`config.mk`:
```
export PLATFORM = sky130hd
export DESIGN_NAME = evic_top
export DESIGN_NICKNAME = d
export VERILOG_FILES = /design/src/design/evic_pkg.sv /design/src/design/evic_req_latch.sv /design/src/design/evic_vector_sel.sv /design/src/design/evic_top.sv
export SDC_FILE = /design/constraint.sdc
export NUM_CORES = 1
export LEC_CHECK = 0
export BUFFER_PORTS_ARGS = -buffer_cell sky130_fd_sc_hd__buf_2
export CORE_ASPECT_RATIO = 0.9
export CORE_UTILIZATION = 60
export CTS_BUF_LIST = sky130_fd_sc_hd__clkbuf_4
export DETAILED_ROUTE_END_ITERATION = 10
export PLACE_DENSITY = 0.82
export SYNTH_ARGS = -nofsm -noshare
export SYNTH_HDL_FRONTEND = slang
export SYNTH_SLANG_ARGS = --single-unit
```
`constraint.sdc`:
```
create_clock -name clk -period 2.2 [get_ports clk]
set_input_delay 0 -clock clk [delete_from_list [all_inputs] [get_ports clk]]
set_output_delay 0 -clock clk [all_outputs]
set_load 0.1 [all_outputs]
```
`src/design/evic_pkg.sv`:
```
// Shared constants for the eight-level vectored interrupt controller
package evic_pkg;

  // ----------------------------------------------------------------
  // Widths
  // ----------------------------------------------------------------
  localparam int NUM_LINES = 8;
  localparam int BYTE_W    = 8;

  // ----------------------------------------------------------------
  // Register select codes {select_addr_x, select_addr_y}
  // ----------------------------------------------------------------
  localparam logic [1:0] SEL_FETCH_OR_PAGE = 2'h2;
  localparam logic [1:0] SEL_POLL_OR_CTRL  = 2'h1;
  localparam logic [1:0] SEL_STAT_OR_MASK  = 2'h0;
  localparam logic [1:0] SEL_UNUSED        = 2'h3;

  // ----------------------------------------------------------------
  // Control byte fields
  // ----------------------------------------------------------------
  localparam int CTRL_INTERVAL_LSB = 0;
  localparam int CTRL_MASK_RST_BIT = 2;
  localparam int CTRL_REQ_RST_BIT  = 3;
  localparam int CTRL_LOWADDR_LSB  = 4;

  // Interval select codes
  localparam logic [1:0] INTERVAL_2  = 2'h0;
  localparam logic [1:0] INTERVAL_4  = 2'h1;
  localparam logic [1:0] INTERVAL_8  = 2'h2;
  localparam logic [1:0] INTERVAL_16 = 2'h3;

  // ----------------------------------------------------------------
  // Vector response
  // ----------------------------------------------------------------
  localparam logic [7:0] LONG_BRANCH_OPCODE = 8'hC0;
  localparam logic [1:0] FETCH_BYTE_OPCODE  = 2'h0;
  localparam logic [1:0] FETCH_BYTE_PAGE    = 2'h1;
  localparam logic [1:0] FETCH_BYTE_LOW     = 2'h2;

  // ----------------------------------------------------------------
  // Reset values
  // ----------------------------------------------------------------
  localparam logic [7:0] PAGE_RESET = 8'h00;
  localparam logic [7:0] CTRL_RESET = 8'h00;
  localparam logic [7:0] MASK_RESET = 8'h00;

endpackage : evic_pkg

```
`src/design/evic_req_latch.sv`:
```
// One request line: falling-edge latch with single and global clear
module evic_req_latch (
  input  wire logic clk,
  input  wire logic rst_n,
  input  wire logic requestLineN,
  input  wire logic clearOne,
  input  wire logic clearAll,
  output logic      pending
);

  // ----------------------------------------------------------------
  // State
  // ----------------------------------------------------------------
  typedef struct packed {
    logic prevLevel;
    logic pend;
  } evic_latch_t;

  evic_latch_t state_reg;
  evic_latch_t state_next;
  logic        fallEdge;

  // ----------------------------------------------------------------
  // Next state
  // ----------------------------------------------------------------
  always_comb begin
    fallEdge             = state_reg.prevLevel & ~requestLineN;
    state_next           = state_reg;
    state_next.prevLevel = requestLineN;
    // New edge wins over a clear in the same cycle
    state_next.pend      = fallEdge | (state_reg.pend & ~clearOne & ~clearAll);
  end

  always_ff @(posedge clk or negedge rst_n) begin
    if (!rst_n) begin
      state_reg <= '{prevLevel: 1'b1, pend: 1'b0};
    end else begin
      state_reg <= state_next;
    end
  end

  assign pending = state_reg.pend;

endmodule : evic_req_latch

```
`src/design/evic_vector_sel.sv`:
```
// Priority pick of the active request and low vector byte build
module evic_vector_sel (
  input  wire logic [7:0] requests,
  input  wire logic [7:0] controlByte,
  output logic            anyRequest,
  output logic [2:0]      topNumber,
  output logic [7:0]      lowVector
);

  // ----------------------------------------------------------------
  // Priority: line 7 highest, line 0 lowest
  // ----------------------------------------------------------------
  always_comb begin
    topNumber  = 3'h0;
    anyRequest = |requests;
    for (int i = 0; i < evic_pkg::NUM_LINES; i++) begin
      if (requests[i]) begin
        topNumber = 3'(i);
      end
    end
  end

  // ----------------------------------------------------------------
  // Low vector byte
  // ----------------------------------------------------------------
  always_comb begin
    case (controlByte[evic_pkg::CTRL_INTERVAL_LSB +: 2])
      evic_pkg::INTERVAL_2:  lowVector = {controlByte[7:4], topNumber, 1'b0};
      evic_pkg::INTERVAL_4:  lowVector = {controlByte[7:5], topNumber, 2'h0};
      evic_pkg::INTERVAL_8:  lowVector = {controlByte[7:6], topNumber, 3'h0};
      evic_pkg::INTERVAL_16: lowVector = {controlByte[7], topNumber, 4'h0};
      default:               lowVector = 8'h00;
    endcase
  end

endmodule : evic_vector_sel

```
`src/design/evic_top.sv`:
```
// Eight-level vectored interrupt controller on a strobed 8-bit CPU bus
// How it works
// - Write-only page byte gives vector high byte
// - Control bits 1..0 pick 2/4/8/16 interval
// - Control mask-clear bit zero clears all masks
// - Control request-clear bit zero clears all latches
// - Request-clear bit sits at control bit 3
// - Control bits 7..4 give low vector bits
// - Request number fills the three bits above the zeros, over ignored bits
// - Low byte: upper bits, request number, zeros
// - Mask bit one blocks that line's interrupt
// - Chain priority input is never masked
// - Status read shows every pending request
// - Poll read returns current low vector byte
// - Vector fetch drives exactly three bytes
// - First fetch byte is long-branch opcode C0
// - Second fetch byte is page byte unchanged
// - Selects high at first pulse, code at second
// - Read codes: fetch, poll, status, unused
// - Write codes: page, control, mask
// - Fetch vectors highest unmasked pending request
// - Chained controllers decide locally who answers
module evic_top #(
  parameter int NUM_LINES = evic_pkg::NUM_LINES
) (
  input  wire logic                 clk,
  input  wire logic                 rst_n,
  input  wire logic [NUM_LINES-1:0] requestLinesN,
  input  wire logic                 chainPriorityInN,
  input  wire logic                 readStrobeN,
  input  wire logic                 writeStrobeN,
  input  wire logic                 firstTimingPulse,
  input  wire logic                 secondTimingPulse,
  input  wire logic                 chipSelect,
  input  wire logic                 chipSelectN,
  input  wire logic                 selectAddrX,
  input  wire logic                 selectAddrY,
  input  wire logic [7:0]           dataLinesIn,
  output logic      [7:0]           dataLinesOut,
  output logic                      dataLinesOe,
  output logic                      interruptOutN
);

  // ----------------------------------------------------------------
  // State
  // ----------------------------------------------------------------
  typedef struct packed {
    logic [7:0] pageByte;
    logic [7:0] controlByte;
    logic [7:0] maskByte;
    logic       selected;
    logic       codeValid;
    logic [1:0] selCode;
    logic       readPrevN;
    logic       writePrevN;
    logic [1:0] fetchIdx;
    logic       fetchOwner;
    logic [2:0] servedNumber;
    logic [7:0] dataOut;
    logic       dataOe;
    logic       intN;
  } evic_state_t;

  evic_state_t state_reg;
  evic_state_t state_next;

  logic [NUM_LINES-1:0] pendingBits;
  logic [NUM_LINES-1:0] unmaskedBits;
  logic [NUM_LINES-1:0] clearOne;
  logic                 clearAll;
  logic                 anyUnmasked;
  logic [2:0]           topNumber;
  logic [7:0]           pollByte;
  logic [7:0]           servedLow;
  logic                 readStart;
  logic                 readEnd;
  logic                 writeStart;
  logic                 ownNow;
  logic [7:0]           readByte;
  logic                 readDrives;
  logic                 enableNow;
  logic                 fetchSel;
  logic                 opcodeStart;
  logic                 ctrlWrite;
  logic                 driveNext;
  logic                 intNext;

  // ----------------------------------------------------------------
  // Request latches
  // ----------------------------------------------------------------
  genvar g;
  generate
    for (g = 0; g < NUM_LINES; g++) begin : gLine
      evic_req_latch uLatch (
        .clk          (clk),
        .rst_n        (rst_n),
        .requestLineN (requestLinesN[g]),
        .clearOne     (clearOne[g]),
        .clearAll     (clearAll),
        .pending      (pendingBits[g])
      );
    end
  endgenerate

  assign unmaskedBits = pendingBits & ~state_reg.maskByte;

  // ----------------------------------------------------------------
  // Priority and vector composition
  // ----------------------------------------------------------------
  evic_vector_sel uPick (
    .requests    (unmaskedBits),
    .controlByte (state_reg.controlByte),
    .anyRequest  (anyUnmasked),
    .topNumber   (topNumber),
    .lowVector   (pollByte)
  );

  // Low byte for the request frozen at the start of a fetch
  evic_vector_sel uServed (
    .requests    (8'(1) << state_reg.servedNumber),
    .controlByte (state_reg.controlByte),
    .anyRequest  (),
    .topNumber   (),
    .lowVector   (servedLow)
  );

  // ----------------------------------------------------------------
  // Bus strobes
  // ----------------------------------------------------------------
  always_comb begin
    readStart  = state_reg.readPrevN & ~readStrobeN & state_reg.codeValid;
    readEnd    = ~state_reg.readPrevN & readStrobeN & state_reg.codeValid;
    writeStart = state_reg.writePrevN & ~writeStrobeN & state_reg.codeValid;
  end

  // ----------------------------------------------------------------
  // Access decode
  // ----------------------------------------------------------------
  always_comb begin
    enableNow   = chipSelect & ~chipSelectN & selectAddrX & selectAddrY;
    fetchSel    = (state_reg.selCode == evic_pkg::SEL_FETCH_OR_PAGE);
    opcodeStart = readStart & fetchSel
                & (state_reg.fetchIdx == evic_pkg::FETCH_BYTE_OPCODE);
    ctrlWrite   = writeStart & (state_reg.selCode == evic_pkg::SEL_POLL_OR_CTRL);
  end

  // ----------------------------------------------------------------
  // Fetch ownership
  // ----------------------------------------------------------------
  // Decided once, at the strobe edge of the opcode byte; the rest of the
  // fetch reuses it, so the drive holds after the served latch clears
  always_comb begin
    ownNow = opcodeStart ? (anyUnmasked & chainPriorityInN)
                         : state_reg.fetchOwner;
  end

  // ----------------------------------------------------------------
  // Read data selection
  // ----------------------------------------------------------------
  always_comb begin
    readByte   = 8'h00;
    readDrives = 1'b0;
    case (state_reg.selCode)
      evic_pkg::SEL_FETCH_OR_PAGE: begin
        readDrives = ownNow;
        case (state_reg.fetchIdx)
          evic_pkg::FETCH_BYTE_OPCODE: readByte = evic_pkg::LONG_BRANCH_OPCODE;
          evic_pkg::FETCH_BYTE_PAGE:   readByte = state_reg.pageByte;
          evic_pkg::FETCH_BYTE_LOW:    readByte = servedLow;
          default:                     readByte = 8'h00;
        endcase
      end
      evic_pkg::SEL_STAT_OR_MASK: begin
        readDrives = 1'b1;
        readByte   = pendingBits;
      end
      evic_pkg::SEL_POLL_OR_CTRL: begin
        readDrives = 1'b1;
        readByte   = pollByte;
      end
      default: begin
        readDrives = 1'b0;
        readByte   = 8'h00;
      end
    endcase
  end

  // ----------------------------------------------------------------
  // Clears to the request latches
  // ----------------------------------------------------------------
  always_comb begin
    clearOne = '0;
    clearAll = 1'b0;
    if (opcodeStart && ownNow) begin
      clearOne[topNumber] = 1'b1;
    end
    if (ctrlWrite) begin
      clearAll = ~dataLinesIn[evic_pkg::CTRL_REQ_RST_BIT];
    end
  end

  // ----------------------------------------------------------------
  // Data bus drive
  // ----------------------------------------------------------------
  // Held while the read strobe is low; dropped on the strobe's release
  always_comb begin
    driveNext = state_reg.codeValid & ~readStrobeN & readDrives & ~readEnd;
  end

  // ----------------------------------------------------------------
  // Interrupt output
  // ----------------------------------------------------------------
  // Lines cleared in this cycle no longer hold the output low
  always_comb begin
    intNext = ~(|(unmaskedBits & ~clearOne) & ~clearAll);
  end

  // ----------------------------------------------------------------
  // Next state
  // ----------------------------------------------------------------
  always_comb begin
    state_next            = state_reg;
    state_next.readPrevN  = readStrobeN;
    state_next.writePrevN = writeStrobeN;

    // Chip enable is sampled at the first pulse only
    if (firstTimingPulse) begin
      state_next.selected  = enableNow;
      state_next.codeValid = 1'b0;
    end
    // Register code is taken at the second pulse
    if (secondTimingPulse && state_reg.selected) begin
      state_next.selCode   = {selectAddrX, selectAddrY};
      state_next.codeValid = 1'b1;
    end

    // Writes
    if (writeStart) begin
      case (state_reg.selCode)
        evic_pkg::SEL_FETCH_OR_PAGE: state_next.pageByte = dataLinesIn;
        evic_pkg::SEL_POLL_OR_CTRL: begin
          state_next.controlByte = dataLinesIn;
          if (!dataLinesIn[evic_pkg::CTRL_MASK_RST_BIT]) begin
            state_next.maskByte = 8'h00;
          end
        end
        evic_pkg::SEL_STAT_OR_MASK:  state_next.maskByte = dataLinesIn;
        default:                     state_next.maskByte = state_reg.maskByte;
      endcase
    end

    // Fetch bookkeeping
    if (opcodeStart) begin
      state_next.fetchOwner   = ownNow;
      state_next.servedNumber = topNumber;
    end
    if (readEnd && fetchSel) begin
      state_next.fetchIdx = (state_reg.fetchIdx == evic_pkg::FETCH_BYTE_LOW)
                          ? evic_pkg::FETCH_BYTE_OPCODE
                          : state_reg.fetchIdx + 2'h1;
    end
    if (readEnd || writeStart) begin
      state_next.codeValid = 1'b0;
    end

    state_next.dataOe  = driveNext;
    state_next.dataOut = readByte;
    state_next.intN    = intNext;
  end

  always_ff @(posedge clk or negedge rst_n) begin
    if (!rst_n) begin
      state_reg <= '{pageByte:     evic_pkg::PAGE_RESET,
                     controlByte:  evic_pkg::CTRL_RESET,
                     maskByte:     evic_pkg::MASK_RESET,
                     selected:     1'b0,
                     codeValid:    1'b0,
                     selCode:      evic_pkg::SEL_UNUSED,
                     readPrevN:    1'b1,
                     writePrevN:   1'b1,
                     fetchIdx:     evic_pkg::FETCH_BYTE_OPCODE,
                     fetchOwner:   1'b0,
                     servedNumber: 3'h0,
                     dataOut:      8'h00,
                     dataOe:       1'b0,
                     intN:         1'b1};
    end else begin
      state_reg <= state_next;
    end
  end

  // ----------------------------------------------------------------
  // Outputs
  // ----------------------------------------------------------------
  assign dataLinesOut  = state_reg.dataOut;
  assign dataLinesOe   = state_reg.dataOe;
  assign interruptOutN = state_reg.intN;

endmodule : evic_top

```
==> run summary, run 1 <==
RUN STATUS
--------------------------------------------------------------------------------------------------
Run status                                                                               completed

GLOBAL ROUTING
--------------------------------------------------------------------------------------------------
Maximum number of pins on one net before global-route repair                                    61
Total global routing overflow                                                                    0
First-pass GRT wire length                                                                12180 um
Via count of the first global-routing pass                                                    2267
Initial antenna violation count                                                                  0
Total routing resource utilization after global routing                                     0.3259

SYNTH
--------------------------------------------------------------------------------------------------
Cell types with the largest area share after synthesis                                dfrtp_1 (40%), dfstp_2 (12%), mux2_2 (7.2%)
Net Count, Synth                                                                               306
Number of cells produced by synthesis                                                          279
Number of flip-flops and latches in the synthesized netlist                                     60
Most frequently used cell type in the post-synthesis netlist                               dfrtp_1
Fraction of synthesis flops using an asynchronous set or reset pin                           1.000
Warning count from the yosys run                                                                 0
Post-synth EDFFs                                                                                 0
Post-synth top cells                                                                  dfrtp_1 (47), nand2_1 (29), o21ai_0 (27), mux2_2 (19)
Post-synthesis sequential area ratio                                                        0.5135
Number of library cell types mapped by synthesis                                                54
Synthesized area per cell                                                                10.59 um2
Dominant synthesized flop cell                                                             dfrtp_1
Post-synth top area share                                                                   0.3980
Cell area after synthesis                                                                 2955 um2
Top cell type by total area after synthesis                                                dfrtp_1

FINAL LAYOUT
--------------------------------------------------------------------------------------------------
Number of flip-flops in the largest register                                                    34
Ratio of cells with drive above 1 in the final layout                                       0.2907
Synth-to-layout area growth                                                                 19.73%
Finished Layout Cells                                                                          406
Number of filler cells placed in the layout                                                    305
ANT cells                                                                                        0
Layout Nets                                                                                    366

DRT
--------------------------------------------------------------------------------------------------
Drt total wl                                                                               7524 um
Post-detailed-route count of antenna-violating nets                                              0
Number of design rule violations left after detail routing                                       0
DRT iter0 DRCs                                                                                 203
Total via count in the routed design                                                          2399
Routed length per placed instance                                                         18.53 um
Routed vias/inst                                                                             5.909
Initial DRT Pass Iterations                                                                      5

STA
--------------------------------------------------------------------------------------------------
Final setup TNS                                                                               0 ns
Worst slew pin tran                                                                      0.7241 ns
Post-route fraction of the period consumed by the critical path                             0.8900
Maximum clock rate                                                                       510.7 MHz
Post-layout min period                                                                    1.958 ns
Hold violation total from the final report                                                       0
Worst clock skew on the final layout                                                    0.02048 ns
Setup repair after global routing missed its margin                                          false
Worst relative slew slack                                                                   0.5173
Number of slew-limit violations in the final report                                              0
Final setup viols                                                                                0

CTS
--------------------------------------------------------------------------------------------------
Root Buffer Master                                                                        clkbuf_4
Post-CTS setup buffer count                                                                      0
Number of sinks on the clock net                                                                60
Hold-fix buffers at CTS                                                                         26
Clock transition time at the flip-flop clock pins of the worst setup and hold paths        0.10 ns
Post-CTS sizing                                                                                  0
Skew-Pair Late Insertion Delay                                                             0.43 ns
CTS tree                                                                                     built
Maximum buffer depth of the clock tree                                                           2
TritonCTS buffer count                                                                           9
H-tree depth reported by CTS                                                                     3

CRITICAL PATH
--------------------------------------------------------------------------------------------------
Endpoint type of the worst setup path                                                    flip-flop
Required time at the endpoint of the critical path                                         2.56 ns
CP Cell Sequence                                                                      nor2b_1 > and3_1 > and3_1 > a41oi_1 > a2bb2oi_1 > o21a_1
Gate family responsible for the most delay along the worst path                         flip-flops
CP max FO                                                                                       13
Buffers & Inverters on Critical Path                                                             0
Critical Path Source Type                                                                flip-flop
Max stage delay cell, worst path                                                           dfstp_2
Crit. Startpoint                                                                      state_reg[19]
Setup Crit Path Kind                                                                       reg2reg
Cell type with the highest occurrence count on the critical path                            and3_1
Worst stage delay on the critical path                                                     0.67 ns
Crit path DAT                                                                              2.31 ns
Worst R2R Start                                                                       state_reg[19]

PWR
--------------------------------------------------------------------------------------------------
Power density cells                                                                    1044 nW/um2
Worst-case vdd ir drop                                                                   0.9430 mV
Leakage power                                                                             1.608 nW

DIE
--------------------------------------------------------------------------------------------------
I/O pin count                                                                                   37
Width of the die                                                                          75.98 um
Core area                                                                                 4604 um2
Die area                                                                                  5211 um2
Height of the chip                                                                        68.58 um
Initial Utilization                                                                         0.6418
Row count                                                                                       23

FLOW RUN
--------------------------------------------------------------------------------------------------
Max-cap violations                                                                               0

PLACEMENT
--------------------------------------------------------------------------------------------------
GP Congestion                                                                               0.8933
Number of placed cells counting well taps                                                      364
Port Buffer Count                                                                               36
Sum of net half-perimeters after detailed placement                                        5145 um

HOLD PATH
--------------------------------------------------------------------------------------------------
Hold_sp                                                                               chainPriorityInN
Path category of the worst min-delay check                                                  in2reg

## path summary, 6_finish.rpt
check,slack [ns],to,cells past startpoint
min in group asynchronous,0.24,state_reg[13],3
setup reg to reg,0.24,interruptOutN,6
setup / recovery,0.24,interruptOutN,6
hold reg to reg,0.50,gLine[7].uLatch.pending,2
max in group asynchronous,1.49,gLine[7].uLatch.pending,3
hold / removal,0.05,gLine[6].uLatch.pending,4
## cell families after synthesis
| logic type | Yosys count | share of synthesized area |
|---|---|---|
| flip-flops | 60 | 0.5135 |
| AO/OA/AOI/OAI | 78 | 0.1744 |
| AND/OR/NAND/NOR | 88 | 0.1638 |
| buffers and inverters | 30 | 0.06223 |
| multiplexers | 23 | 0.08595 |
## per-layer routing
layer | GRT usage | vias to the layer above | share of wire
li1 | - | 1121 | -
met1 | 0.4502 | 1164 | 0.46
met2 | 0.5023 | 100 | 0.45
met3 | 0.09211 | 14 | 0.076
met4 | 0.1106 | 0 | 0.015
met5 | 0 | - | 0
## cell type report
cell class	instances	area [um2]	area share
Sequential cell	60	1518	0.4289
Multi-Input combinational cell	189	1254	0.3543
Timing Repair Buffer	67	478.0	0.1351
Clock inverter	7	98.84	0.02793
Tap cell	62	77.57	0.02192
Clock buffer	9	67.56	0.01909
Inverter	12	45.04	0.01273
## power breakdown
group / internal, mW / total (mW) / switching [mW] / leakage (nW)
sequential: 1.30 / 1.46 / 0.164 / 0.714
clock: 0.465 / 0.916 / 0.451 / 0.0865
combinational: 0.372 / 1.32 / 0.946 / 0.807
total: 2.13 / 3.69 / 1.56 / 1.61
## per-stage QoR
stage	cell area [um2]	hold slack (ns)	utilization	total power, mW	worst slack [ns]
after detailed placement	3112	0.1169	0.6758	2.723	0.3038
after global routing	3538	0.06640	0.7685	3.856	0.07554
after global placement	3112	0.1149	0.6758	2.724	0.3187
after floorplan	2955	-0.2956	-	2.554	0.5582
final	3538	0.04980	0.7685	3.693	0.2419
after CTS	3538	0.02236	0.7685	3.683	0.2634
## cell usage in the layout, fill, tap and decap left out, drive strengths merged, types with 3 or more instances in the layout
master,Yosys,layout
dfrtp,47,47
buf,14,41
o21ai,31,31
nand2,29,29
dlygate4sd3,0,26
mux2,19,19
nor2,14,14
dfstp,13,13
inv,12,13
a21oi,11,11
clkbuf,4,9
nor2b,9,9
a22o,7,7
nor3,6,6
o211ai,6,6
nand3,5,5
mux2i,4,4
nand2b,4,4
and2b,4,4
nand3b,4,4
nand4,3,3
and3,3,3
o22ai,3,3
clkinv,0,3
## worst min-delay path, cell delays in order
cell and delay (ns):
buf_2 0.13, nand4_1 0.12, nor3_1 0.07, o22ai_1 0.10
No activity file was read; power rests on OpenSTA's default activity.
==> inputs of run 2 (changes only) <==
--- a/config.mk
+++ b/config.mk
@@ -10,7 +10,8 @@
 export CORE_UTILIZATION = 60
 export CTS_BUF_LIST = sky130_fd_sc_hd__clkbuf_4
 export DETAILED_ROUTE_END_ITERATION = 10
-export PLACE_DENSITY = 0.82
+export PLACE_DENSITY = 0.81
 export SYNTH_ARGS = -nofsm -noshare
 export SYNTH_HDL_FRONTEND = slang
+export SYNTH_HIERARCHICAL = 1
 export SYNTH_SLANG_ARGS = --single-unit
==> run summary, run 2 <==
RUN STATUS
--------------------------------------------------------------------------------------------------
Run status                                                                               completed

DRT
--------------------------------------------------------------------------------------------------
Drt total wl                                                                               7633 um   +1.4%
DRT iter0 DRCs                                                                                 266   +31%
Post-detailed-route count of antenna-violating nets                                              0   unchanged
Initial DRT Pass Iterations                                                                      4   -1
Total via count in the routed design                                                          2601   +8.4%
Routed length per placed instance                                                         17.47 um   -5.7%
Number of design rule violations left after detail routing                                       0   unchanged
Routed vias/inst                                                                             5.952   +0.73%

PLACEMENT
--------------------------------------------------------------------------------------------------
Sum of net half-perimeters after detailed placement                                        5402 um   +5.0%
Total cell area at the placement stage                                                    3456 um2   +11%
Port Buffer Count                                                                               36   unchanged
GP Congestion                                                                               0.9042   +1.2%
Number of placed cells counting well taps                                                      397   +9.1%
Setup slack at placement                                                                0.02005 ns   -0.2837 ns

SYNTH
--------------------------------------------------------------------------------------------------
Warning count from the yosys run                                                                 6   +6
Synthesized area per cell                                                                10.62 um2   +0.27%
Cell area after synthesis                                                                 3261 um2   +10%
Net Count, Synth                                                                               334   +9.2%
Number of cells produced by synthesis                                                          307   +10%

FINAL LAYOUT
--------------------------------------------------------------------------------------------------
Finished Layout Cells                                                                          437   +7.6%
Ratio of cells with drive above 1 in the final layout                                       0.3514   +0.06065
Number of flip-flops in the largest register                                                    34   unchanged
Highest-count cells in the layout ignoring fill and taps                              dfrtp_1 (47), buf_2 (36), nor2_1 (27), inv_1 (27), dlygate4sd3_1 (24)
Final Core Density                                                                          0.7319   -0.03657
Layout Nets                                                                                    392   +7.1%
Most common cell after layout, fill and taps aside                                         dfrtp_1
Fin area                                                                                  3846 um2   +8.7%
Synth-to-layout area growth                                                                 17.96%
ANT cells                                                                                        0   unchanged

CTS
--------------------------------------------------------------------------------------------------
H-tree depth reported by CTS                                                                     3   unchanged
Number of sinks on the clock net                                                                60   unchanged
TritonCTS buffer count                                                                           9   unchanged
Skew-Pair Late Insertion Delay                                                             0.40 ns   -0.03 ns
CTS tree                                                                                     built
Maximum buffer depth of the clock tree                                                           2   unchanged
Root Buffer Master                                                                        clkbuf_4
Clock transition time at the flip-flop clock pins of the worst setup and hold paths        0.09 ns   about the same

HOLD PATH
--------------------------------------------------------------------------------------------------
Hold_sp                                                                               secondTimingPulse
Worst hold path cell count                                                                       4   unchanged
Hold EP                                                                               state_reg[20]
Path category of the worst min-delay check                                                  in2reg

FLOW RUN
--------------------------------------------------------------------------------------------------
Max-cap violations                                                                               0   unchanged

DIE
--------------------------------------------------------------------------------------------------
Die area                                                                                  5734 um2   +10%
Row count                                                                                       25   +8.7%
Initial Utilization                                                                         0.6205   -0.02137
Height of the chip                                                                        71.94 um   +4.9%
Core area                                                                                 5255 um2   +14%
Width of the die                                                                          79.71 um   +4.9%
I/O pin count                                                                                   37   unchanged

CRITICAL PATH
--------------------------------------------------------------------------------------------------
Worst R2R Start                                                                       gLine[3].uLatch/pending
CP max FO                                                                                        4   -9
Max stage delay cell, worst path                                                            o32a_2
Critical Path Source Type                                                                flip-flop
Gate family responsible for the most delay along the worst path                       compound AO/OA/AOI/OAI gates
Crit path DAT                                                                              2.42 ns   +0.11 ns
Required time at the endpoint of the critical path                                         2.54 ns   -0.02 ns
Length in cells of the worst reg-to-reg path                                                     8   +2
Total stage count of the critical path                                                           8   +2
Setup Crit Path Kind                                                                       reg2reg
CP Cell Sequence                                                                      nor2b_4 > nor2_1 > o31a_2 > inv_1 > nand4_1 > o32a_2 > a221o_1 > o22ai_2
Buffers & Inverters on Critical Path                                                             1   +1
Worst-case register-to-register setup slack                                                0.11 ns   -0.13 ns
Endpoint of the most critical register-to-register path                               interruptOutN
Worst stage delay on the critical path                                                     0.41 ns   -0.26 ns
Endpoint type of the worst setup path                                                    flip-flop

STA
--------------------------------------------------------------------------------------------------
Hold violation total from the final report                                                       0   unchanged
Worst slew pin tran                                                                      0.6578 ns   -0.06634 ns
Post-route fraction of the period consumed by the critical path                             0.9491   +0.05903
Worst relative slew slack                                                                   0.5615   +0.04423
Maximum clock rate                                                                       478.9 MHz   -6.2%
Min setup slack post-route                                                               0.1121 ns   -0.1299 ns
Smallest hold slack                                                                     0.03289 ns   -0.01691 ns
Final setup viols                                                                                0   unchanged
Number of slew-limit violations in the final report                                              0   unchanged
Worst clock skew on the final layout                                                   0.008569 ns   -0.01192 ns
Setup repair after global routing missed its margin                                          false
Post-layout min period                                                                    2.088 ns   +0.1299 ns
Final setup TNS                                                                               0 ns   unchanged

GLOBAL ROUTING
--------------------------------------------------------------------------------------------------
Maximum number of pins on one net before global-route repair                                    34   -44%
First-pass GRT wire length                                                                12120 um   -0.45%
Total routing resource utilization after global routing                                     0.2930   -0.03288
Met2 layer usage reported by global route                                                   0.4672   -0.03504
GRT met3 Usage                                                                             0.07673   -0.01538
Via count of the first global-routing pass                                                    2533   +12%
Initial antenna violation count                                                                  0   unchanged
Met1 track demand over resource                                                             0.3644   -0.08578
Total global routing overflow                                                                    0   unchanged
Top Usage Layer GRT                                                                           met2

PWR
--------------------------------------------------------------------------------------------------
Power density cells                                                                   924.1 nW/um2   -11%
Leakage power                                                                             1.842 nW   +15%
Total power                                                                               3.554 mW   -3.8%
Worst-case vdd ir drop                                                                   0.8571 mV   -9.1%

-- run 2: worst min-delay path, delay by kind of cell --
kind,cells,cell delay (ns)
and+or+nand+nor,2,0.23
AOI/OAI and AO/OA,1,0.08
buffers and inverters,1,0.08
-- run 2: where the power goes --
part | switching (mW) | total, mW | internal [mW] | leakage, nW
Combinational | 0.968 | 1.42 | 0.451 | 1.05
Clock | 0.375 | 0.652 | 0.277 | 0.0692
Sequential | 0.176 | 1.48 | 1.31 | 0.721
-- run 2: routing by layer --
layer	wire length [um]	vias to the layer above
met5	0	-
met4	304	0
met3	412	28
met2	3709	104
met1	3206	1264
li1	-	1205
-- run 2: what timing repair did --
| action | in CTS | in global routing |
|---|---|---|
| gates resized for setup | 2 | 8 |
| endpoints found under the hold margin | 68 | 0 |
| setup endpoints to repair | 1 | 8 |
| hold buffers | 24 | 0 |
| pin swaps | 0 | 1 |
| buffers inserted | 0 | 0 |
-- run 2: worst max-delay path by stage --
stage,to,slack [ns],startpoint
finish,interruptOutN,0.11,gLine[3].uLatch/pending
CTS,interruptOutN,0.04,gLine[7].uLatch/pending
global placement,interruptOutN,0.008,gLine[2].uLatch/pending
detailed placement,interruptOutN,0.02,gLine[2].uLatch/pending
floorplan,interruptOutN,0.17,gLine[3].uLatch/pending
global route,interruptOutN,0.005,gLine[2].uLatch/pending
-- run 2: area by class of cell --
cell class | instances | area, um2
multi-input cells | 195 | 1516
clock buffers | 13 | 97.59
repair buffers | 70 | 508.0
inverters | 29 | 108.9
well taps | 67 | 83.83
flip-flops and latches | 60 | 1518
clock inverters | 3 | 13.76
fillers | 387 | 1409
